$ cat config.mk
export PLATFORM = sky130hd
export DESIGN_NAME = timer_pwm_channels
export DESIGN_NICKNAME = d
export VERILOG_FILES = /design/src/include/timer_pwm_pkg.sv /design/src/logic/pwm_channel_out.sv /design/src/logic/pwm_prescaler.sv /design/src/logic/timer_pwm_channels.sv
export SDC_FILE = /design/constraint.sdc
export NUM_CORES = 1
export LEC_CHECK = 0
export BUFFER_PORTS_ARGS = -buffer_cell sky130_fd_sc_hd__buf_2
export CAP_MARGIN = 20
export CORE_ASPECT_RATIO = 1.1
export CORE_MARGIN = 2
export CORE_UTILIZATION = 40
export CTS_CLUSTER_SIZE = 10
export DETAILED_ROUTE_END_ITERATION = 8
export GPL_ROUTABILITY_DRIVEN = 0
export PLACE_DENSITY_LB_ADDON = 0.1
export SYNTH_ARGS = -nofsm -noshare
export SYNTH_HDL_FRONTEND = slang
export SYNTH_SLANG_ARGS = --single-unit
$ cat constraint.sdc
create_clock -name CLK -period 2.85 [get_ports CLK]
set_input_delay 0.4275 -clock CLK [delete_from_list [all_inputs] [get_ports CLK]]
set_output_delay 0.4275 -clock CLK [all_outputs]
set_load 0.1 [all_outputs]
$ cat src/include/timer_pwm_pkg.sv
// Purpose: Shared constants for the four-channel PWM timer.
// Assumes: 32-bit AXI4-Lite register bus, one aligned word per register.
// Notes: Field positions are bit indices inside each register word.
package timer_pwm_pkg;
  localparam int NUM_CH = 4;
  localparam int CH_IDX_W = 2;
  localparam int CNT_W_DEF = 16;
  localparam int BYTE_W = 8;
  localparam int DATA_W = 32;
  localparam int ADDR_W = 8;
  localparam int WORD_LSB = 2;
  localparam int GRP_LSB = 4;
  // Register byte addresses
  localparam logic [ADDR_W-1:0] TSC_ADDR = 8'h00;
  localparam logic [ADDR_W-1:0] CNT_ADDR = 8'h04;
  localparam logic [ADDR_W-1:0] LIMIT_ADDR = 8'h08;
  localparam logic [ADDR_W-1:0] CSC_BASE = 8'h10;
  localparam logic [ADDR_W-1:0] CMP_BASE = 8'h20;
  // timer_ctrl_status fields
  localparam int TSC_FLAG = 7;
  localparam int TSC_IE = 6;
  localparam int TSC_HALT = 5;
  localparam int TSC_CLR = 4;
  localparam int PS_LSB = 0;
  localparam int PS_W = 3;
  localparam logic [PS_W-1:0] PS_EXT = 3'h7;
  localparam int DIV_W_DEF = 6;
  // channel_ctrl_status fields
  localparam int CSC_FLAG = 7;
  localparam int CSC_IE = 6;
  localparam int CSC_MSB = 5;
  localparam int CSC_MSA = 4;
  localparam int CSC_ELSB = 3;
  localparam int CSC_ELSA = 2;
  localparam int CSC_TOV = 1;
  localparam int CSC_MAX = 0;
  // Edge/level select codes
  localparam logic [1:0] ELS_NONE = 2'h0;
  localparam logic [1:0] ELS_TOGGLE = 2'h1;
  localparam logic [1:0] ELS_CLEAR = 2'h2;
  localparam logic [1:0] ELS_SET = 2'h3;
  localparam logic [1:0] MODE_OFF = 2'h0;
  // Bus responses
  localparam logic [1:0] RESP_OKAY = 2'h0;
  localparam logic [1:0] RESP_SLVERR = 2'h2;
endpackage

$ cat src/logic/pwm_channel_out.sv
// Purpose: Output level of one PWM channel from rollover and compare events.
// Assumes: Events are one-cycle strobes on the bus clock.
// Notes: Compare action is applied after the rollover toggle in the same cycle.
`timescale 1ns/100ps
module pwm_channel_out
  import timer_pwm_pkg::*;
(
  // Clock and reset
  input wire logic clk,
  input wire logic rst_n,
  // Events
  input wire logic roll,
  input wire logic match,
  // Configuration
  input wire logic tov,
  input wire logic [1:0] els,
  input wire logic full,
  // Pin level
  output logic out_r
);
  logic out_nxt;

  always_comb
  begin
    out_nxt = out_r;
    if (full && !tov)
      out_nxt = 1'b1;
    else
    begin
      if (roll && tov)
        out_nxt = ~out_r;
      if (match)
      begin
        case (els)
          ELS_TOGGLE: out_nxt = ~out_nxt;
          ELS_CLEAR: out_nxt = 1'b0;
          ELS_SET: out_nxt = 1'b1;
          default: out_nxt = out_nxt;
        endcase
      end
    end
  end

  always_ff @(posedge clk or negedge rst_n)
  begin
    if (!rst_n)
      out_r <= 1'b0;
    else
      out_r <= out_nxt;
  end

  property p_full;
    @(posedge clk) disable iff (!rst_n)
    full && !tov |=> out_r;
  endproperty
  a_full: assert property (p_full) else $error("full duty not high");

  property p_toggle;
    @(posedge clk) disable iff (!rst_n)
    roll && tov && !match && !full |=> out_r != $past(out_r);
  endproperty
  a_toggle: assert property (p_toggle) else $error("no toggle at rollover");

  property p_clear;
    @(posedge clk) disable iff (!rst_n)
    match && (els == ELS_CLEAR) && !(full && !tov) |=> !out_r;
  endproperty
  a_clear: assert property (p_clear) else $error("compare did not clear");
endmodule

$ cat src/logic/pwm_prescaler.sv
// Purpose: Counter clock selection: bus clock divided, or external pin edges.
// Assumes: External clock pin is asynchronous and slower than half the bus clock.
// Notes: tick is a one-cycle advance strobe for the shared counter.
`timescale 1ns/100ps
module pwm_prescaler
  import timer_pwm_pkg::*;
#(
  parameter int DIV_W = DIV_W_DEF
)
(
  // Clock and reset
  input wire logic clk,
  input wire logic rst_n,
  // Control
  input wire logic [PS_W-1:0] sel,
  input wire logic clear,
  input wire logic ext_clk_pin,
  // Counter advance
  output logic tick
);
  if (DIV_W < DIV_W_DEF)
  begin : g_chk
    $error("DIV_W too small for divide by 64");
  end

  logic [DIV_W-1:0] div_r, div_nxt, mask;
  // Two sync flops, then edge history
  logic [2:0] ext_r, ext_nxt;

  always_comb
  begin
    ext_nxt = {ext_r[1:0], ext_clk_pin};
    div_nxt = clear ? '0 : div_r + 1'b1;
    mask = ~({DIV_W{1'b1}} << sel);
    if (sel == PS_EXT)
      tick = ~clear & ext_r[1] & ~ext_r[2];
    else
      tick = ~clear & ((div_r & mask) == mask);
  end

  always_ff @(posedge clk or negedge rst_n)
  begin
    if (!rst_n)
    begin
      div_r <= '0;
      ext_r <= '0;
    end
    else
    begin
      div_r <= div_nxt;
      ext_r <= ext_nxt;
    end
  end

  property p_div2;
    @(posedge clk) disable iff (!rst_n)
    (sel == 3'h1) && !clear && tick |=> !tick;
  endproperty
  a_div2: assert property (p_div2) else $error("divide by two ticked twice");
endmodule

$ cat src/logic/timer_pwm_channels.sv
// Purpose: Four-channel 16-bit PWM timer with AXI4-Lite registers.
// Assumes: One bus clock; external counter clock pin is asynchronous.
// Notes: Pairs 0/1 and 2/3 may link for buffered width updates.
`timescale 1ns/100ps
module timer_pwm_channels
  import timer_pwm_pkg::*;
#(
  parameter int CNT_W = CNT_W_DEF
)
(
  // Clock and reset
  input wire logic CLK,
  input wire logic RST_N,
  // AXI4-Lite write address and data
  input wire logic [ADDR_W-1:0] S_AXI_AWADDR,
  input wire logic S_AXI_AWVALID,
  output logic S_AXI_AWREADY,
  input wire logic [DATA_W-1:0] S_AXI_WDATA,
  input wire logic [3:0] S_AXI_WSTRB,
  input wire logic S_AXI_WVALID,
  output logic S_AXI_WREADY,
  // AXI4-Lite write response
  output logic [1:0] S_AXI_BRESP,
  output logic S_AXI_BVALID,
  input wire logic S_AXI_BREADY,
  // AXI4-Lite read
  input wire logic [ADDR_W-1:0] S_AXI_ARADDR,
  input wire logic S_AXI_ARVALID,
  output logic S_AXI_ARREADY,
  output logic [DATA_W-1:0] S_AXI_RDATA,
  output logic [1:0] S_AXI_RRESP,
  output logic S_AXI_RVALID,
  input wire logic S_AXI_RREADY,
  // Timer pins
  input wire logic EXT_CLK_PIN,
  output logic [NUM_CH-1:0] CH_PIN_OUT,
  output logic [NUM_CH-1:0] CH_PIN_OE_N,
  // Interrupt requests
  output logic ROLLOVER_IRQ,
  output logic [NUM_CH-1:0] CHANNEL_IRQ
);
  if (CNT_W < BYTE_W + 1 || CNT_W > 2 * BYTE_W)
  begin : g_chk
    $error("CNT_W must fit two byte lanes");
  end

  ////////////////////////////////////////////////////////////////////////////////
  // State
  logic awready_r, awready_nxt, wready_r, wready_nxt, bvalid_r, bvalid_nxt;
  logic arready_r, arready_nxt, rvalid_r, rvalid_nxt;
  logic [1:0] bresp_r, bresp_nxt, rresp_r, rresp_nxt;
  logic [DATA_W-1:0] rdata_r, rdata_nxt, rd_word;
  logic [CNT_W-1:0] cnt_r, cnt_nxt, limit_r, limit_nxt, cnt_step;
  logic [CNT_W-1:0] cmp_r [NUM_CH];
  logic [CNT_W-1:0] cmp_nxt [NUM_CH];
  logic [NUM_CH-1:0][CSC_IE:0] csc_r, csc_nxt;
  logic [NUM_CH-1:0] cflag_r, cflag_nxt, carm_r, carm_nxt;
  logic [NUM_CH-1:0] oe_n_r, oe_n_nxt, chirq_r, chirq_nxt, match, active;
  logic [NUM_CH/2-1:0] sel_r, sel_nxt, pend_r, pend_nxt;
  logic [PS_W-1:0] ps_r, ps_nxt;
  logic halt_r, halt_nxt, clr_r, clr_nxt, tflag_r, tflag_nxt, tie_r, tie_nxt;
  logic tarm_r, tarm_nxt, inh_r, inh_nxt, rirq_r, rirq_nxt;
  logic tick, step, roll, wr_hs, rd_hs, wr_map, rd_map;
  logic [DATA_W-1:0] wd;
  logic [CH_IDX_W-1:0] wa_ch, ra_ch;
  logic wa_tsc, wa_lim, wa_csc, wa_cmp, ra_tsc, ra_csc;

  ////////////////////////////////////////////////////////////////////////////////
  // Address decode
  assign wd = S_AXI_WDATA;
  assign wa_ch = S_AXI_AWADDR[GRP_LSB-1:WORD_LSB];
  assign ra_ch = S_AXI_ARADDR[GRP_LSB-1:WORD_LSB];
  assign wa_tsc = S_AXI_AWADDR[ADDR_W-1:WORD_LSB] == TSC_ADDR[ADDR_W-1:WORD_LSB];
  assign wa_lim = S_AXI_AWADDR[ADDR_W-1:WORD_LSB] == LIMIT_ADDR[ADDR_W-1:WORD_LSB];
  assign wa_csc = S_AXI_AWADDR[ADDR_W-1:GRP_LSB] == CSC_BASE[ADDR_W-1:GRP_LSB];
  assign wa_cmp = S_AXI_AWADDR[ADDR_W-1:GRP_LSB] == CMP_BASE[ADDR_W-1:GRP_LSB];
  assign ra_tsc = S_AXI_ARADDR[ADDR_W-1:WORD_LSB] == TSC_ADDR[ADDR_W-1:WORD_LSB];
  assign ra_csc = S_AXI_ARADDR[ADDR_W-1:GRP_LSB] == CSC_BASE[ADDR_W-1:GRP_LSB];
  assign wr_map = wa_tsc | wa_lim | wa_csc | wa_cmp
    | (S_AXI_AWADDR[ADDR_W-1:WORD_LSB] == CNT_ADDR[ADDR_W-1:WORD_LSB]);
  assign wr_hs = awready_r & S_AXI_AWVALID & S_AXI_WVALID;
  assign rd_hs = arready_r & S_AXI_ARVALID;

  always_comb
  begin
    rd_word = '0;
    rd_map = 1'b1;
    if (ra_tsc)
    begin
      rd_word[TSC_FLAG] = tflag_r;
      rd_word[TSC_IE] = tie_r;
      rd_word[TSC_HALT] = halt_r;
      rd_word[PS_LSB +: PS_W] = ps_r;
    end
    else if (S_AXI_ARADDR[ADDR_W-1:WORD_LSB] == CNT_ADDR[ADDR_W-1:WORD_LSB])
      rd_word[CNT_W-1:0] = cnt_r;
    else if (S_AXI_ARADDR[ADDR_W-1:WORD_LSB] == LIMIT_ADDR[ADDR_W-1:WORD_LSB])
      rd_word[CNT_W-1:0] = limit_r;
    else if (ra_csc)
      rd_word[CSC_FLAG:0] = {cflag_r[ra_ch], csc_r[ra_ch]};
    else if (S_AXI_ARADDR[ADDR_W-1:GRP_LSB] == CMP_BASE[ADDR_W-1:GRP_LSB])
      rd_word[CNT_W-1:0] = cmp_r[ra_ch];
    else
      rd_map = 1'b0;
  end

  ////////////////////////////////////////////////////////////////////////////////
  // AXI4-Lite slave: one write and one read in flight at most
  always_comb
  begin
    awready_nxt = S_AXI_AWVALID & S_AXI_WVALID & ~awready_r & ~bvalid_r;
    wready_nxt = awready_nxt;
    bvalid_nxt = wr_hs | (bvalid_r & ~S_AXI_BREADY);
    bresp_nxt = wr_hs ? (wr_map ? RESP_OKAY : RESP_SLVERR) : bresp_r;
    arready_nxt = S_AXI_ARVALID & ~arready_r & ~rvalid_r;
    rvalid_nxt = rd_hs | (rvalid_r & ~S_AXI_RREADY);
    rdata_nxt = rd_hs ? rd_word : rdata_r;
    rresp_nxt = rd_hs ? (rd_map ? RESP_OKAY : RESP_SLVERR) : rresp_r;
  end

  always_ff @(posedge CLK or negedge RST_N)
  begin
    if (!RST_N)
    begin
      awready_r <= 1'b0;
      wready_r <= 1'b0;
      bvalid_r <= 1'b0;
      bresp_r <= RESP_OKAY;
      arready_r <= 1'b0;
      rvalid_r <= 1'b0;
      rdata_r <= '0;
      rresp_r <= RESP_OKAY;
    end
    else
    begin
      awready_r <= awready_nxt;
      wready_r <= wready_nxt;
      bvalid_r <= bvalid_nxt;
      bresp_r <= bresp_nxt;
      arready_r <= arready_nxt;
      rvalid_r <= rvalid_nxt;
      rdata_r <= rdata_nxt;
      rresp_r <= rresp_nxt;
    end
  end

  assign S_AXI_AWREADY = awready_r;
  assign S_AXI_WREADY = wready_r;
  assign S_AXI_BVALID = bvalid_r;
  assign S_AXI_BRESP = bresp_r;
  assign S_AXI_ARREADY = arready_r;
  assign S_AXI_RVALID = rvalid_r;
  assign S_AXI_RDATA = rdata_r;
  assign S_AXI_RRESP = rresp_r;

  ////////////////////////////////////////////////////////////////////////////////
  // Counter and channels
  pwm_prescaler i_pwm_prescaler (
    .clk(CLK),
    .rst_n(RST_N),
    .sel(ps_r),
    .clear(clr_r),
    .ext_clk_pin(EXT_CLK_PIN),
    .tick(tick)
  );

  assign step = tick & ~halt_r & ~clr_r;
  assign roll = step & (cnt_r == limit_r);
  assign cnt_step = (cnt_r == limit_r) ? '0 : cnt_r + 1'b1;

  for (genvar g = 0; g < NUM_CH; g++)
  begin : g_ch
    localparam int E = g - (g % 2);
    logic linked;
    logic [CNT_W-1:0] eff;
    // Link bit alone decides buffering, low mode bit ignored
    assign linked = csc_r[E][CSC_MSB];
    assign eff = ((g % 2 == 0) && linked && sel_r[g / 2]) ? cmp_r[E + 1] : cmp_r[g];
    assign active[g] = (csc_r[g][CSC_MSB -: 2] != MODE_OFF) && !((g % 2 == 1) && linked);
    assign match[g] = step & active[g] & (cnt_step == eff);
    pwm_channel_out i_pwm_channel_out (
      .clk(CLK),
      .rst_n(RST_N),
      .roll(roll & active[g]),
      .match(match[g]),
      .tov(csc_r[g][CSC_TOV]),
      .els(csc_r[g][CSC_ELSB -: 2]),
      .full(csc_r[g][CSC_MAX]),
      .out_r(CH_PIN_OUT[g])
    );
  end

  always_comb
  begin
    cnt_nxt = cnt_r;
    limit_nxt = limit_r;
    halt_nxt = halt_r;
    clr_nxt = 1'b0;
    ps_nxt = ps_r;
    tflag_nxt = tflag_r;
    tie_nxt = tie_r;
    tarm_nxt = tarm_r;
    inh_nxt = inh_r;
    csc_nxt = csc_r;
    cflag_nxt = cflag_r;
    carm_nxt = carm_r;
    cmp_nxt = cmp_r;
    sel_nxt = sel_r;
    pend_nxt = pend_r;
    if (clr_r)
      cnt_nxt = '0;
    else if (step)
      cnt_nxt = cnt_step;
    if (rd_hs && ra_tsc && tflag_r)
      tarm_nxt = 1'b1;
    if (wr_hs && wa_tsc && S_AXI_WSTRB[0])
    begin
      tie_nxt = wd[TSC_IE];
      halt_nxt = wd[TSC_HALT];
      clr_nxt = wd[TSC_CLR];
      ps_nxt = wd[PS_LSB +: PS_W];
      if (!wd[TSC_FLAG] && tarm_r)
        tflag_nxt = 1'b0;
      tarm_nxt = 1'b0;
    end
    if (wr_hs && wa_lim)
    begin
      if (S_AXI_WSTRB[1])
      begin
        limit_nxt[CNT_W-1:BYTE_W] = wd[CNT_W-1:BYTE_W];
        inh_nxt = 1'b1;
      end
      if (S_AXI_WSTRB[0])
      begin
        limit_nxt[BYTE_W-1:0] = wd[BYTE_W-1:0];
        inh_nxt = 1'b0;
      end
    end
    for (int i = 0; i < NUM_CH; i++)
    begin
      if (rd_hs && ra_csc && ra_ch == CH_IDX_W'(i) && cflag_r[i])
        carm_nxt[i] = 1'b1;
      if (wr_hs && wa_csc && wa_ch == CH_IDX_W'(i) && S_AXI_WSTRB[0])
      begin
        csc_nxt[i] = wd[CSC_IE:0];
        if (!wd[CSC_FLAG] && carm_r[i])
          cflag_nxt[i] = 1'b0;
        carm_nxt[i] = 1'b0;
      end
      if (wr_hs && wa_cmp && wa_ch == CH_IDX_W'(i))
      begin
        if (S_AXI_WSTRB[0])
          cmp_nxt[i][BYTE_W-1:0] = wd[BYTE_W-1:0];
        if (S_AXI_WSTRB[1])
          cmp_nxt[i][CNT_W-1:BYTE_W] = wd[CNT_W-1:BYTE_W];
        pend_nxt[i / 2] = (i % 2 == 1);
      end
      // Set wins over a clear landing in the same cycle
      if (match[i])
      begin
        cflag_nxt[i] = 1'b1;
        carm_nxt[i] = 1'b0;
      end
    end
    if (roll)
    begin
      sel_nxt = pend_r;
      tarm_nxt = 1'b0;
      if (!inh_r)
        tflag_nxt = 1'b1;
    end
    for (int p = 0; p < NUM_CH / 2; p++)
    begin
      if (!csc_r[2 * p][CSC_MSB])
      begin
        sel_nxt[p] = 1'b0;
        pend_nxt[p] = 1'b0;
      end
    end
    for (int i = 0; i < NUM_CH; i++)
    begin
      oe_n_nxt[i] = !(active[i] && csc_r[i][CSC_ELSB -: 2] != ELS_NONE);
      chirq_nxt[i] = cflag_r[i] & csc_r[i][CSC_IE];
    end
    rirq_nxt = tflag_r & tie_r;
  end

  always_ff @(posedge CLK or negedge RST_N)
  begin
    if (!RST_N)
    begin
      cnt_r <= '0;
      limit_r <= '1;
      halt_r <= 1'b1;
      clr_r <= 1'b0;
      ps_r <= '0;
      tflag_r <= 1'b0;
      tie_r <= 1'b0;
      tarm_r <= 1'b0;
      inh_r <= 1'b0;
      csc_r <= '0;
      cflag_r <= '0;
      carm_r <= '0;
      cmp_r <= '{default: '0};
      sel_r <= '0;
      pend_r <= '0;
      oe_n_r <= '1;
      chirq_r <= '0;
      rirq_r <= 1'b0;
    end
    else
    begin
      cnt_r <= cnt_nxt;
      limit_r <= limit_nxt;
      halt_r <= halt_nxt;
      clr_r <= clr_nxt;
      ps_r <= ps_nxt;
      tflag_r <= tflag_nxt;
      tie_r <= tie_nxt;
      tarm_r <= tarm_nxt;
      inh_r <= inh_nxt;
      csc_r <= csc_nxt;
      cflag_r <= cflag_nxt;
      carm_r <= carm_nxt;
      cmp_r <= cmp_nxt;
      sel_r <= sel_nxt;
      pend_r <= pend_nxt;
      oe_n_r <= oe_n_nxt;
      chirq_r <= chirq_nxt;
      rirq_r <= rirq_nxt;
    end
  end

  assign CH_PIN_OE_N = oe_n_r;
  assign CHANNEL_IRQ = chirq_r;
  assign ROLLOVER_IRQ = rirq_r;

  ////////////////////////////////////////////////////////////////////////////////
  // Checks
  property p_count;
    @(posedge CLK) disable iff (!RST_N)
    step && !roll |=> cnt_r == $past(cnt_r) + 1'b1;
  endproperty
  a_count: assert property (p_count) else $error("counter did not advance");

  property p_wrap;
    @(posedge CLK) disable iff (!RST_N)
    roll |=> cnt_r == '0;
  endproperty
  a_wrap: assert property (p_wrap) else $error("counter did not wrap");

  property p_roll_flag;
    @(posedge CLK) disable iff (!RST_N)
    roll && !inh_r |=> tflag_r;
  endproperty
  a_roll_flag: assert property (p_roll_flag) else $error("rollover flag missing");

  property p_flag_hold;
    @(posedge CLK) disable iff (!RST_N)
    tflag_r && !tarm_r |=> tflag_r;
  endproperty
  a_flag_hold: assert property (p_flag_hold) else $error("flag cleared unarmed");

  property p_inhibit;
    @(posedge CLK) disable iff (!RST_N)
    inh_r && !tflag_r |=> !tflag_r;
  endproperty
  a_inhibit: assert property (p_inhibit) else $error("flag set while inhibited");

  property p_swap;
    @(posedge CLK) disable iff (!RST_N)
    roll && csc_r[0][CSC_MSB] |=> sel_r[0] == $past(pend_r[0]);
  endproperty
  a_swap: assert property (p_swap) else $error("buffer swap wrong");

  property p_release;
    @(posedge CLK) disable iff (!RST_N)
    csc_r[0][CSC_MSB] |=> CH_PIN_OE_N[1];
  endproperty
  a_release: assert property (p_release) else $error("odd pin still driven");

  property p_clear;
    @(posedge CLK) disable iff (!RST_N)
    clr_r |=> cnt_r == '0 ##1 !clr_r;
  endproperty
  a_clear: assert property (p_clear) else $error("counter clear failed");

  property p_chirq;
    @(posedge CLK) disable iff (!RST_N)
    cflag_r[0] && csc_r[0][CSC_IE] |=> CHANNEL_IRQ[0];
  endproperty
  a_chirq: assert property (p_chirq) else $error("channel irq missing");
endmodule

Word-level counts from Yosys, hierarchy flattened
Index checks and enable logic that the tools add are counted.
{ "totals": {"out_inout_bits": 54, "ff_bits": 191, "input_bits": 60, "wordCells": 346} }
{ "op_classes": {"n_addsub": 2, "n_lt_le_gt_ge": 2, "n_reduce_logical": 102, "shifts": 1, "bitwise": 59, "muxes": 93, "eq_ne": 37} }
{ "ops": {"columns": ["op", "n"], "rows": [
  ["16-bit two-way mux", 10],
  ["16-bit == test", 5],
  ["1-bit two-way mux", 65],
  ["1-bit logical AND", 49],
  ["2-bit nonzero test", 18],
  ["1-bit AND", 33],
  ["16-bit binary-select mux with 2-bit select", 1],
  ["2-bit AND reduction", 15],
  ["2-bit == test (second input constant)", 12],
  ["8-bit two-way mux", 3],
  ["1-bit inverter", 17],
  ["16-bit by 1-bit adder with 16-bit output (second input constant)", 1],
  ["3-bit nonzero test", 5],
  ["7-bit binary-select mux with 2-bit select", 1],
  ["2-bit by 1-bit == test with 1-bit output (second input constant)", 6],
  ["6-bit by 1-bit == test with 1-bit output (second input constant)", 2],
  ["6-bit by 2-bit == test with 1-bit output (second input constant)", 2],
  ["6-bit logical NOT", 2],
  ["1-bit case mux with 3 select lines", 4],
  ["1-bit logical NOT", 11],
  ["4-bit by 1-bit == test with 1-bit output (second input constant)", 2],
  ["4-bit by 2-bit == test with 1-bit output (second input constant)", 2],
  ["2-bit two-way mux", 4],
  ["7-bit two-way mux", 1],
  ["16 further kinds", 25]
]} }

Longest topological paths before layout
Gate-level depths: netlist (run 1).
{ "depth": {"depth_word": 17, "depth_mapped": 13, "depth_no_buf": 9} }

By module
A second synthesis (run 1) with hierarchy kept.
{ "hier_totals": {"cells_unflattened": 1047, "hier_area_um2": 11131.9} }
{ "modules_own_cells": {"columns": ["module", "area_each_um2", "instances", "cells_each", "seq_area_each_um2"], "rows": [
  ["timer_pwm_channels", 10385.0, 1, 965, 4430.5],
  ["pwm_prescaler", 411.6, 1, 38, 225.2],
  ["pwm_channel_out", 83.8, 4, 11, 25.0]
]} }

Least setup slack after synthesis (run 1)
OpenSTA, ideal clock, no wires.
{ "synth_timing": {"path_type": "register to register", "startpoint": "register cnt_r[1]", "endpoint": "register g_ch[2].i_pwm_channel_out.out_r", "synth_period_minus_slack_ns": 2.897, "setup_slack_ns": -0.047, "arrival_ns": 2.765, "setup_ns": 0.132, "n_path_buf": 1, "stages_incl_launch_ff": 11, "t_required_ns": 2.718, "cell_sequence": "dfrtp_1 ha_1 nand3_1 nor4_1 or2_1 clkbuf_1 a21oi_1 or4_4 or3_1 nor4_1 o22ai_1"} }
{ "synth_between": {"elab_chain_len": 10, "word_cells_on_any_way": 14, "cone_classes": "add/sub (1); eq/ne (2); mux (6); bitwise (4); reduce/logical (1)"} }
{ "synth_lines": {"columns": ["element", "line_no", "text"], "rows": [
  ["start, declared", "timer_pwm_channels.sv:53", "logic [CNT_W-1:0] cnt_r, cnt_nxt, limit_r, limit_nxt, cnt_step;"],
  ["start signal, assigned", "timer_pwm_channels.sv:313", "cnt_r <= cnt_nxt;"],
  ["branches (longest 8 deep; another with 16-bit by 1-bit adder with 16-bit output)", null, null],
  ["1-bit two-way mux *", "pwm_channel_out.sv:32", "if (match)"],
  ["1-bit two-way mux *", "pwm_channel_out.sv:26", "if (full && !tov)"],
  ["named net g_ch[2].i_pwm_channel_out.out_nxt", "pwm_channel_out.sv:21", "logic out_nxt;"],
  ["end signal, assigned", "pwm_channel_out.sv:49", "out_r <= out_nxt;"],
  ["end, declared", "pwm_channel_out.sv:19", "output logic out_r"]
]} }
Mark *: on every way through the listed nets, which the timed path passes. The select of a mux whose other input is x is not followed.
A chain may end at the register's enable or synchronous reset.

Final worst setup path (run 1)
{ "layout_timing": {"startpoint": "register limit_r[7]", "endpoint": "register carm_r[2]"} }
{ "layout_between": {"elab_chain_len": 5, "word_cells_on_any_way": 6, "cone_classes": "eq/ne (2); mux (2); bitwise (1); reduce/logical (1)"} }
{ "layout_lines": {"columns": ["element", "line_no", "text"], "rows": [
  ["start, declared", "timer_pwm_channels.sv:53", null],
  ["start signal, assigned", "timer_pwm_channels.sv:314", "limit_r <= limit_nxt;"],
  ["16-bit == test *", "timer_pwm_channels.sv:169", "assign cnt_step = (cnt_r == limit_r) ? '0 : cnt_r + 1'b1;"],
  ["16-bit two-way mux *", "timer_pwm_channels.sv:169", null],
  ["16-bit == test *", "timer_pwm_channels.sv:180", "assign match[g] = step & active[g] & (cnt_step == eff);"],
  ["1-bit AND *", "timer_pwm_channels.sv:180", null],
  ["3-bit nonzero test (no line) / 1-bit two-way mux (equally long branches)", null, null],
  ["end signal, assigned", "timer_pwm_channels.sv:324", "carm_r <= carm_nxt;"],
  ["end, declared", "timer_pwm_channels.sv:57", "logic [NUM_CH-1:0] cflag_r, cflag_nxt, carm_r, carm_nxt;"]
]} }
Every way passes the cells marked *; elsewhere a longest branch is shown, timed or not.

==> results.md, run 1 <==
* Maxcap violations at 0
* H-tree levels at 4
* CP arrival at 3.36 ns
* Post-synth EDFFs at 0
* Max Fanout on Critical Path at 7
* Cell family with most CP delay: simple AND/OR/NAND/NOR gates
* Worst path bufs/invs at 3
* Residual DRC count at 0
* Detailed Place HPWL at 28,700 um
* Gr usage total at 25.6%
* Cell count after synthesis at 1,085
* CTS Buf Count at 17
* Total Nets Final at 1,365
* First-pass GRT wire length at 56,300 um
* Share of cells above drive strength 1 at 40.7%
* Max-slew headroom at 38.9%
* RSZ-0062 raised after global routing: true
* Slew Limit Fails at 0
* Layout overhead on the synthesized area at 27.3%
* Synth Flop Type: dfrtp_1
* Worst skew pair latency at 0.46 ns
* Final ANT Viol Nets at 0
* Worst path cell trace: xor2_2 -> nor4_2 -> buf_4 -> nand4_1 -> buf_6 -> mux2_2 -> or4_4 -> or3_4 -> nor3_2 -> buf_4 -> nor3_1
* DRT met1 WL at 17,300 um
* Antenna violations before repair at 3
* CTS Sinks at 189
* Remaining Overflow, GRT at 0
* CP startpoint kind: flop
* Endpoints failing setup at 9
* DRT Pass-1 Iters at 7
* Row cnt at 64
* CTS max path bufs at 2
* Initial Util at 40.8%
* Ys async rst share at 100%
* Core Region at 0.0279 mm2
* Status: finished, violations left
* Port Buffer Count at 73
* CTS tree: yes
* Clk slew on worst S/H paths at 0.09 ns
* CP Class: reg2reg
* Via count at 9,500
* Most frequent cell on the critical path: buf_4
* Critical Path Max Stage Delay at 0.59 ns
* Critical path's slowest cell: dfstp_2
* Yosys cell types at 79
* Worst hold slack at 0.0878 ns
* Worst Setup Slack, final at -0.164 ns
* Worst Setup End Kind: flop
* Met2 WL at 17,200 um
* Final wirelength at 37,600 um
* Total power at 8.29 mW
* Largest net degree at the start of global routing at 51
* Fin Setup TNS at -0.848 ns
* Syn avg cell area at 10.5 um2
* Vias per cell at 5.65
* Required time worst endpoint at 3.19 ns
* Sequential area share after synthesis at 41.9%
* Max IR drop VDD at 451 uV
* Met3 wire length at 1940 um
* Pwr dens at 573 mW/mm2
* Least-Margin Pin Slew at 0.912 ns
* Post-Place Worst Slack at -0.321 ns
* HP Class: in2reg
* Chip width at 165 um
* IO Pins at 114
* Fillers at 2,580
* Tcrit/Tclk final at 106%
* Root buf cell: clkbuf_16
* DIE HEIGHT at 181 um
* Final Hold Fails at 0
* 1st-iter DRT viols at 612
* Leakage at 6.87 nW
* Synthesis-stage register bit count at 189
* Failing checks: negative setup slack
* Fin crit period at 3.01 ns
* Highest Signal Layer: met4
* Die area at 0.0298 mm2
* Yosys warns at 0
* Synthesized cell area at 0.0114 mm2
* F_max at 332 MHz
* Routed len/inst at 22.4 um
* Vias in the first global route at 9,184
* Setup Skew at 0.0168 ns
## cells in the final DEF, fill, tap and decap left out, drive strengths merged, types with 9 or more instances in the layout
cell type | Yosys | layout
mux2i | 42 | 42
nand2b | 15 | 15
mux4 | 24 | 24
and2 | 12 | 12
dfstp | 21 | 21
mux2 | 114 | 114
conb | 1 | 18
buf | 56 | 269
o31ai | 9 | 9
a21oi | 24 | 24
inv | 20 | 27
nor3 | 28 | 28
o22ai | 13 | 13
xnor2 | 20 | 20
o21ai | 68 | 68
clkbuf | 33 | 19
nand2 | 71 | 71
nor2 | 59 | 59
nand3 | 37 | 37
xor2 | 31 | 31
and3 | 14 | 14
nor4 | 17 | 17
nor2b | 19 | 19
dfrtp | 168 | 168
nand4 | 12 | 12
a22o | 17 | 17
or3 | 16 | 16
## sequential cells by signal (all words and copies together) (netlist names), 2 cells and up
register                      cells
limit_r                          16
pend_r                            2
carm_r                            4
i_pwm_prescaler.ext_r             3
ps_r                              3
csc_r                            28
CH_PIN_OE_N                       4
i_pwm_prescaler.div_r             6
g_ch.i_pwm_channel_out.out_r      4
cmp_r                            32
cflag_r                           4
sel_r                             2
cnt_r                            16
g_ch.eff                         32
S_AXI_RDATA                      16
CHANNEL_IRQ                       4
## power by group
part	switching (mW)	internal, mW
Sequential	0.119	2.81
Clock	1.21	1.29
Combinational	1.76	1.10
Total	3.09	5.20
## final timing paths
path / from / endpoint / slack, ns / depth (start not counted)
worst max-delay path: limit_r[7]$_DFFE_PN1P_ / carm_r[2]$_DFFE_PN0P_ / -0.16 / 11
worst max register to register: limit_r[7]$_DFFE_PN1P_ / carm_r[2]$_DFFE_PN0P_ / -0.16 / 11
max in group asynchronous: RST_N / limit_r[4]$_DFFE_PN1P_ / 1.59 / 3
min in group asynchronous: RST_N / S_AXI_RDATA[7]$_DFFE_PN0P_ / 0.48 / 2
worst min-delay path: EXT_CLK_PIN / i_pwm_prescaler.ext_r[0]$_DFF_PN0_ / 0.09 / 1
worst min register to register: i_pwm_prescaler.ext_r[0]$_DFF_PN0_ / i_pwm_prescaler.ext_r[1]$_DFF_PN0_ / 0.36 / 0
## final cells by class
type	count	area, um2	area share [%]
tap	363	454	3.14
multi-input combinational	803	6570	45.4
sequential	189	4760	32.9
antenna	1	2.50	0.0173
clock buffer	18	439	3.04
clock inverter	14	175	1.21
inverter	21	78.8	0.545
timing repair buffer	271	1990	13.7
## logic make-up after synthesis
logic type               Yosys count  share of synthesized area, %
adder cells (fa/ha/maj)            2                         0.220
other                              1                        0.0330
buffers and inverters            110                          4.86
XOR/XNOR                          55                          4.72
AO/OA/AOI/OAI                    216                          13.0
AND/OR/NAND/NOR                  332                          15.6
flip-flops                       189                          41.9
multiplexers                     180                          19.8
## routing by layer
| layer | vias up | global-route usage (%) |
|---|---|---|
| li1 | 4419 | - |
| met1 | 4748 | 36.8 |
| met2 | 280 | 39.0 |
| met3 | 53 | 4.41 |
| met4 | 0 | 8.59 |
| met5 | - | 0 |
## cells in the mapped netlist, drive strengths merged (24+ instances only)
cell    count  area [um2]
nand2      71         267
clkbuf     33         125
buf        56         348
o21ai      68         340
nand3      37         195
nor3       28         140
dfrtp     168        4200
nor2       59         221
a21oi      24         120
mux2i      42         420
mux4       24         541
xor2       31         272
mux2      114        1280
## metrics by stage
step	util (%)	cells	instance area (um2)
2_1_floorplan	-	1102	11400
3_3_place_gp	47.6	1636	13300
3_5_place_dp	47.6	1636	13300
4_1_cts	50.9	1672	14200
5_1_grt	51.9	1679	14500
6_report	51.9	1680	14500
## timing repair
item,CTS,global route
hold endpoints to repair,41,0
pin swaps,12,10
setup endpoints to repair,12,13
hold buffers,1,0
gates cloned,0,1
gates resized for setup,52,41
setup buffers,4,6
Power figures use the tool's default switching activity.
==> run 2, diff against run 1 <==
CORE_UTILIZATION = 54   (was 40)
==> run 2 against run 1 <==
The flow still finishes with violations (negative setup slack); via count rose by 3.5%; sequential cell count stayed put; non-clock buffer count shrank 14; sequential share of layout area is 0.80 points higher.
==> results.md, run 2 (synthesis results as in run 1) <==
* Status: finished, violations left
* Failing checks: negative setup slack
* Leakage at 6.78 nW (-1.4%)
* Routed len/inst at 23.0 um (+2.6%)
* Remaining Overflow, GRT at 0 (unchanged)
* Vias in the first global route at 9,297 (+1.2%)
* Die area at 0.0222 mm2 (-25%)
* Via count at 9,837 (+3.5%)
* First-pass GRT wire length at 54,200 um (-3.8%)
* Residual DRC count at 0 (unchanged)
* 1st-iter DRT viols at 824 (+35%)
* Sw Ratio at 38.1% (+0.82 points)
* Share of cells above drive strength 1 at 39.3% (-1.4 points)
* Most frequent cells in the layout: buf_4, dfrtp_1, mux2_2
* Cell Count, Final, Fillers Out at 1,558 (-7.3%)
* Clock power share at 29.5% (-0.6 points)
* IO Pins at 114 (unchanged)
* CTS max path bufs at 2 (unchanged)
* Row cnt at 55 (-14%)
* Detailed Place HPWL at 26,400 um (-7.8%)
* Largest net degree at the start of global routing at 79 (+55%)
* Fin crit period at 3.02 ns (+0.00488 ns)
* Final Hold Fails at 0 (unchanged)
* Max Fanout on Critical Path at 3 (-4)
* Critical Path Max Stage Delay at 0.56 ns (-0.03 ns)
* Commonest non-fill, non-tap cell in the layout: buf_4
* Endpoints failing setup at 9 (unchanged)
* Total power at 8.20 mW (-1.0%)
* Max-slew headroom at 58.0% (+19 points)
* # diodes at 0 (-1)
* Antenna violations before repair at 2 (-1)
* Least-Margin Pin Slew at 0.630 ns (-0.282 ns)
* Final wirelength at 35,800 um (-4.8%)
* Root buf cell: clkbuf_16
* Core Region at 0.0206 mm2 (-26%)
* CTS tree: yes
* Gr usage total at 32.7% (+7.1 points)
* DIE HEIGHT at 156 um (-14%)
* DRT Pass-1 Iters at 6 (-1)
* CTS Sinks at 189 (unchanged)
* Layout overhead on the synthesized area at 24.3%
* Tcrit/Tclk final at 106% (+0.17 points)
* H-tree levels at 4 (unchanged)
* Fillers at 1,594 (-38%)
* Max IR drop VDD at 452 uV (+0.38%)
* Placed Cells at 1,511 (-7.6%)
* Worst path cell trace: xor2_1 -> nor4_2 -> nand4_1 -> buf_4 -> mux2_2 -> or4_4 -> or3_4 -> nor3_4 -> buf_6 -> nor3_1
* CP startpoint kind: flop
* Critical path's slowest cell: dfstp_2
* Worst Setup Slack, final at -0.169 ns (-0.00488 ns)
* Initial Util at 55.0% (+14 points)
* F_max at 331 MHz (-0.16%)
* Pwr dens at 581 mW/mm2 (+1.4%)
* Worst skew pair latency at 0.45 ns (about the same)
* Total Nets Final at 1,351 (-1.0%)
* Comb power frac at 34.8% (+0.3 points)
* Clk slew on worst S/H paths at 0.09 ns (about the same)
* Maxcap violations at 0 (unchanged)
* CTS Buf Count at 17 (unchanged)
* Flop pwr share at 35.7% (+0.4 points)
* Switching power at 3.13 mW (+1.1%)
* Port Buffer Count at 73 (unchanged)
* Final ANT Viol Nets at 0 (unchanged)
* CP Class: reg2reg
* CP arrival at 3.34 ns (-0.02 ns)
* Slew Limit Fails at 0 (unchanged)
* Vias per cell at 6.31 (+12%)
* Cell internal pwr at 5.08 mW (-2.3%)
* Worst Setup End Kind: flop
* Setup Skew at 0.0186 ns (+0.00181 ns)
* Chip width at 142 um (-14%)
* RSZ-0062 raised after global routing: true
* HP Class: in2async
* Required time worst endpoint at 3.17 ns (-0.02 ns)
==> run 2: path summary, 6_finish.rpt <==
| check | endpoint | start | cells after the start | slack [ns] |
|---|---|---|---|---|
| max | carm_r[2]$_DFFE_PN0P_ | limit_r[7]$_DFFE_PN1P_ | 10 | -0.17 |
| min | i_pwm_prescaler.div_r[2]$_DFF_PN0_ | RST_N | 1 | 0.007 |
| max reg2reg | carm_r[2]$_DFFE_PN0P_ | limit_r[7]$_DFFE_PN1P_ | 10 | -0.17 |
| min reg2reg | i_pwm_prescaler.ext_r[1]$_DFF_PN0_ | i_pwm_prescaler.ext_r[0]$_DFF_PN0_ | 0 | 0.36 |
| max in group asynchronous | CH_PIN_OE_N[3]$_DFF_PN1_ | RST_N | 2 | 2.07 |
| min in group CLK | i_pwm_prescaler.ext_r[0]$_DFF_PN0_ | EXT_CLK_PIN | 1 | 0.09 |
==> run 2: metal layers <==
metal	routed length [um]	global-route usage (%)
met1	14900	43.9
met2	16500	51.0
met3	3070	8.44
met4	1330	12.9
met5	0	0
==> run 2: layout make-up <==
class	instances	area [um2]	share of cell area [%]
Tap cell	256	320	2.27
Clock inverter	14	174	1.23
Timing Repair Buffer	257	1900	13.4
Clock buffer	18	429	3.04
Multi-Input combinational cell	803	6460	45.8
Sequential cell	189	4760	33.7
Inverter	21	78.8	0.558
==> run 2: metrics by stage <==
stage | utilization, % | area, um2 | setup WS (ns) | hold slack, ns | TNS (ns)
after floorplan | - | 11400 | 0.0213 | 0.132 | 0
after global placement | 63.0 | 13000 | -0.307 | 0.340 | -1.94
after detailed placement | 63.0 | 13000 | -0.382 | 0.343 | -2.59
after CTS | 67.5 | 13900 | -0.110 | 0.0288 | -0.382
after global routing | 68.4 | 14100 | -0.328 | 0.0470 | -1.97
final | 68.4 | 14100 | -0.169 | 0.00705 | -0.928
==> run 2: power by group through the flow <==
stage	clock (mW)	combinational [mW]	sequential, mW
detailed placement	0	2.40	2.97
floorplan	0	1.42	3.07
global route	2.55	2.98	2.95
global placement	0	2.36	2.97
CTS	2.43	2.62	2.93
finish	2.42	2.86	2.93
==> run 2: worst max-delay path, delay by kind of cell, from the launching register on <==
kind          cells  cell delay (ns)
mux               1             0.27
xor+xnor          1             0.07
buf+inv           2             0.33
flops             1             0.56
simple gates      6             1.67
==> run 2: what timing repair did <==
item,in CTS,in global routing
gates resized for setup,54,23
gates cloned,0,1
hold endpoints to repair,0,0
setup endpoints to repair,12,12
hold buffers,0,0
pin swaps,16,15
setup buffers,5,9
==> run 3, diff against run 2 <==
ABC_AREA = 1   (was default)
GPL_TIMING_DRIVEN = 0   (was default)
SETUP_SLACK_MARGIN = 0.05   (was default)
==> run 3 against run 2 <==
Critical path type unchanged; fmax grew 11%; sequential share of layout area grew 2.9 points; largest cell class unchanged; the flow now finishes without violations; critical endpoint is now g_ch[1].i_pwm_channel_out.out_r$_DFF_PN0_; largest power group unchanged; worst setup slack improved by 0.30 ns; via count grew 22%.
==> results.md, run 3 <==
* Status: complete, no violations
* Tcrit/Tclk final at 95.5% (-10 points)
* Max IR drop VDD at 457 uV (+0.93%)
* CTS Buf Count at 17 (unchanged)
* Port Buffer Count at 72 (-1.4%)
* Core Region at 0.0207 mm2 (+0.33%)
* 1st-iter DRT viols at 1,278 (+55%)
* Synth Flop Type: dfrtp_1
* Yosys warns at 0 (unchanged)
* Sequential area share after synthesis at 41.5% (-0.40 points)
* F_max at 367 MHz (+11%)
* Synth top area cells: dfrtp_1, nand2_1, o21ai_0, inv_1, nand3_1
* Commonest cells post-synth: nand2_1, inv_1, o21ai_0, dfrtp_1, nor2_1
* Leading area contributor after synthesis: dfrtp_1
* Antenna violations before repair at 0 (-2)
* Final Hold Fails at 0 (unchanged)
* DP Area at 0.0123 mm2 (-5.5%)
* H-tree levels at 4 (unchanged)
* Synthesized cell area at 0.0115 mm2 (+0.97%)
* Initial Util at 55.4% (+0.35 points)
* Leakage at 6.65 nW (-1.9%)
* Worst R2R Path Depth at 14 (+4)
* Die area at 0.0224 mm2 (+0.94%)
* Synthesis-stage register bit count at 189 (unchanged)
* Clk slew on worst S/H paths at 0.09 ns (about the same)
* Row cnt at 55 (unchanged)
* Largest net degree at the start of global routing at 122 (+54%)
* Total Nets Final at 1,861 (+38%)
* Maxcap violations at 0 (unchanged)
* Commonest non-fill, non-tap cell in the layout: nand2_1
* Fin Setup TNS at 0 ns (+0.928 ns)
* Worst skew pair latency at 0.46 ns (about the same)
* Area share of the leading cell type in the synthesized netlist at 36.6% (-0.36 points)
* Via count at 12,000 (+22%)
* CTS max path bufs at 2 (unchanged)
* Reg-to-reg slack, setup at 0.13 ns (+0.30 ns)
* Remaining Overflow, GRT at 0 (unchanged)
* Setup Skew at 0.0143 ns (-0.00425 ns)
* Final ANT Viol Nets at 0 (unchanged)
* RSZ-0062 raised after global routing: false
* CP startpoint kind: flop
* First-pass GRT wire length at 61,000 um (+13%)
* Pwr dens at 646 mW/mm2 (+11%)
* Share of cells above drive strength 1 at 11.5% (-28 points)
* CP Class: reg2reg
* Max-slew headroom at 36.9% (-21 points)
* Yosys cell types at 42 (-47%)
* Vias per cell at 5.74 (-9.1%)
* Vias in the first global route at 11,200 (+20%)
* Most frequent cells in the layout: nand2_1, inv_1, o21ai_0
* Layout overhead on the synthesized area at 13.3%
* Gr usage total at 36.1% (+3.4 points)
* CTS tree: yes
* Routed len/inst at 18.9 um (-18%)
* Post-synth EDFFs at 0 (unchanged)
* Ys async rst share at 100% (unchanged)
* Post-CTS setup buffers at 0 (-5)
* DIE HEIGHT at 157 um (+0.47%)
* Slew Limit Fails at 0 (unchanged)
* CP arrival at 3.07 ns (-0.27 ns)
* Root buf cell: clkbuf_16
* Endpoints failing setup at 0 (-9)
* # diodes at 0 (unchanged)
* Final wirelength at 39,600 um (+10%)
* Max Fanout on Critical Path at 7 (+4)
* Reg2Reg Launch Point: cnt_r[1]$_DFFE_PN0P_
* HP Class: in2async
* Residual DRC count at 0 (unchanged)
* DRT Pass-1 Iters at 6 (unchanged)
* Worst r2r dst: g_ch[1].i_pwm_channel_out.out_r$_DFF_PN0_
* Required time worst endpoint at 3.19 ns (+0.02 ns)
* IO Pins at 114 (unchanged)
* Design area at 0.0130 mm2 (-7.9%)
* Cell count after synthesis at 1,690 (+56%)
* Chip width at 143 um (+0.47%)
* Fin crit period at 2.72 ns (-0.298 ns)
* Most frequent cell after synthesis: nand2_1
* Syn avg cell area at 6.79 um2 (-35%)
* Worst Setup End Kind: flop
* CTS Sinks at 189 (unchanged)
* Least-Margin Pin Slew at 0.943 ns (+0.313 ns)
* Detailed Place HPWL at 30,200 um (+14%)
run 3: cell types whose count changed after synthesis, sizes merged, moves of 23 or more:
| cell | previous run | this run |
|---|---|---|
| buf | 56 | 32 |
| nor2 | 59 | 161 |
| nand2 | 71 | 556 |
| o21ai | 68 | 173 |
| mux4 | 24 | 0 |
| mux2i | 42 | 0 |
| xor2 | 31 | 8 |
| nand3 | 37 | 141 |
| inv | 20 | 234 |
| mux2 | 114 | 0 |
run 3: final cells by class:
class | count | area [um2]
multi-input combinational | 1214 | 5580
sequential | 189 | 4760
fill | 1904 | 7710
inverter | 235 | 885
tap | 285 | 357
clock buffer | 17 | 425
buffer | 69 | 387
timing repair buffer | 73 | 398
clock inverter | 15 | 215
run 3: routing by layer:
metal  routed length [um]  track usage [%]
met3                 3550             6.06
met1                15600             47.3
met5                    0                0
met4                 2690             21.5
met2                17700             56.3
run 3: per-stage QoR:
stage	hold WS, ns	util, %	power (mW)	instances	setup slack (ns)
final	0.0603	62.8	8.40	2097	0.129
after global routing	0.0517	62.8	8.80	2097	0.0568
after CTS	0.0631	62.5	8.30	2097	0.0661
after detailed placement	0.337	59.3	5.75	2065	-0.0121
after global placement	0.333	59.2	5.71	2064	-1.70
after floorplan	0.132	-	4.99	1707	0.423
run 3: cell families (layout without fill, tap and decap cells):
| group | after synthesis | after routing | synth area share [%] |
|---|---|---|---|
| other | 1 | 18 | 0.0327 |
| xor gates and xnor gates | 9 | 9 | 0.753 |
| AOI/OAI and AO/OA | 287 | 287 | 14.4 |
| DFF | 189 | 189 | 41.5 |
| buffers and inverters | 304 | 409 | 11.0 |
| and+or+nand+nor | 898 | 898 | 32.1 |
| adders and majority gates | 2 | 2 | 0.218 |
run 3: repair_timing:
action	4_1_cts	5_1_grt
pin swaps	0	0
hold buffers	0	0
endpoints found under the setup margin	5	12
gates resized for setup	4	19
hold endpoints to repair	0	0
cloned	0	0
run 3: report_power, final:
| group | internal (mW) | switching (mW) | total [mW] |
|---|---|---|---|
| registers | 2.86 | 0.194 | 3.05 |
| logic | 0.687 | 2.06 | 2.75 |
| clock network | 1.23 | 1.36 | 2.60 |
| total | 4.78 | 3.62 | 8.40 |
run 3: worst max path at each step:
stage	startpoint	slack (ns)	to
after floorplan	S_AXI_WREADY$_DFF_PN0_	0.42	cmp_r[53]$_DFFE_PN0P_
after global placement	RST_N	-1.70	csc_r[23]$_DFFE_PN0P_
after detailed placement	S_AXI_ARADDR[2]	-0.01	S_AXI_RDATA[8]$_DFFE_PN0P_
after CTS	cnt_r[11]$_DFFE_PN0P_	0.07	cflag_r[2]$_DFFE_PN0P_
after global routing	cnt_r[0]$_DFFE_PN0P_	0.06	carm_r[1]$_DFFE_PN0P_
final	cnt_r[1]$_DFFE_PN0P_	0.13	g_ch[1].i_pwm_channel_out.out_r$_DFF_PN0_
run 3: critical path, stage by stage, from the launching register on:
cell and delay (ns):
dfrtp_1 0.45, ha_1 0.21, nand2_1 0.12, nor2_4 0.20, nor2_1 0.08, a21oi_2 0.36
nand2_2 0.26, nand2_1 0.17, nand2_1 0.06, nor2_1 0.13, nand2_1 0.08, nor2_1 0.21
nand3_1 0.12, nand2_1 0.08, nand3_1 0.08
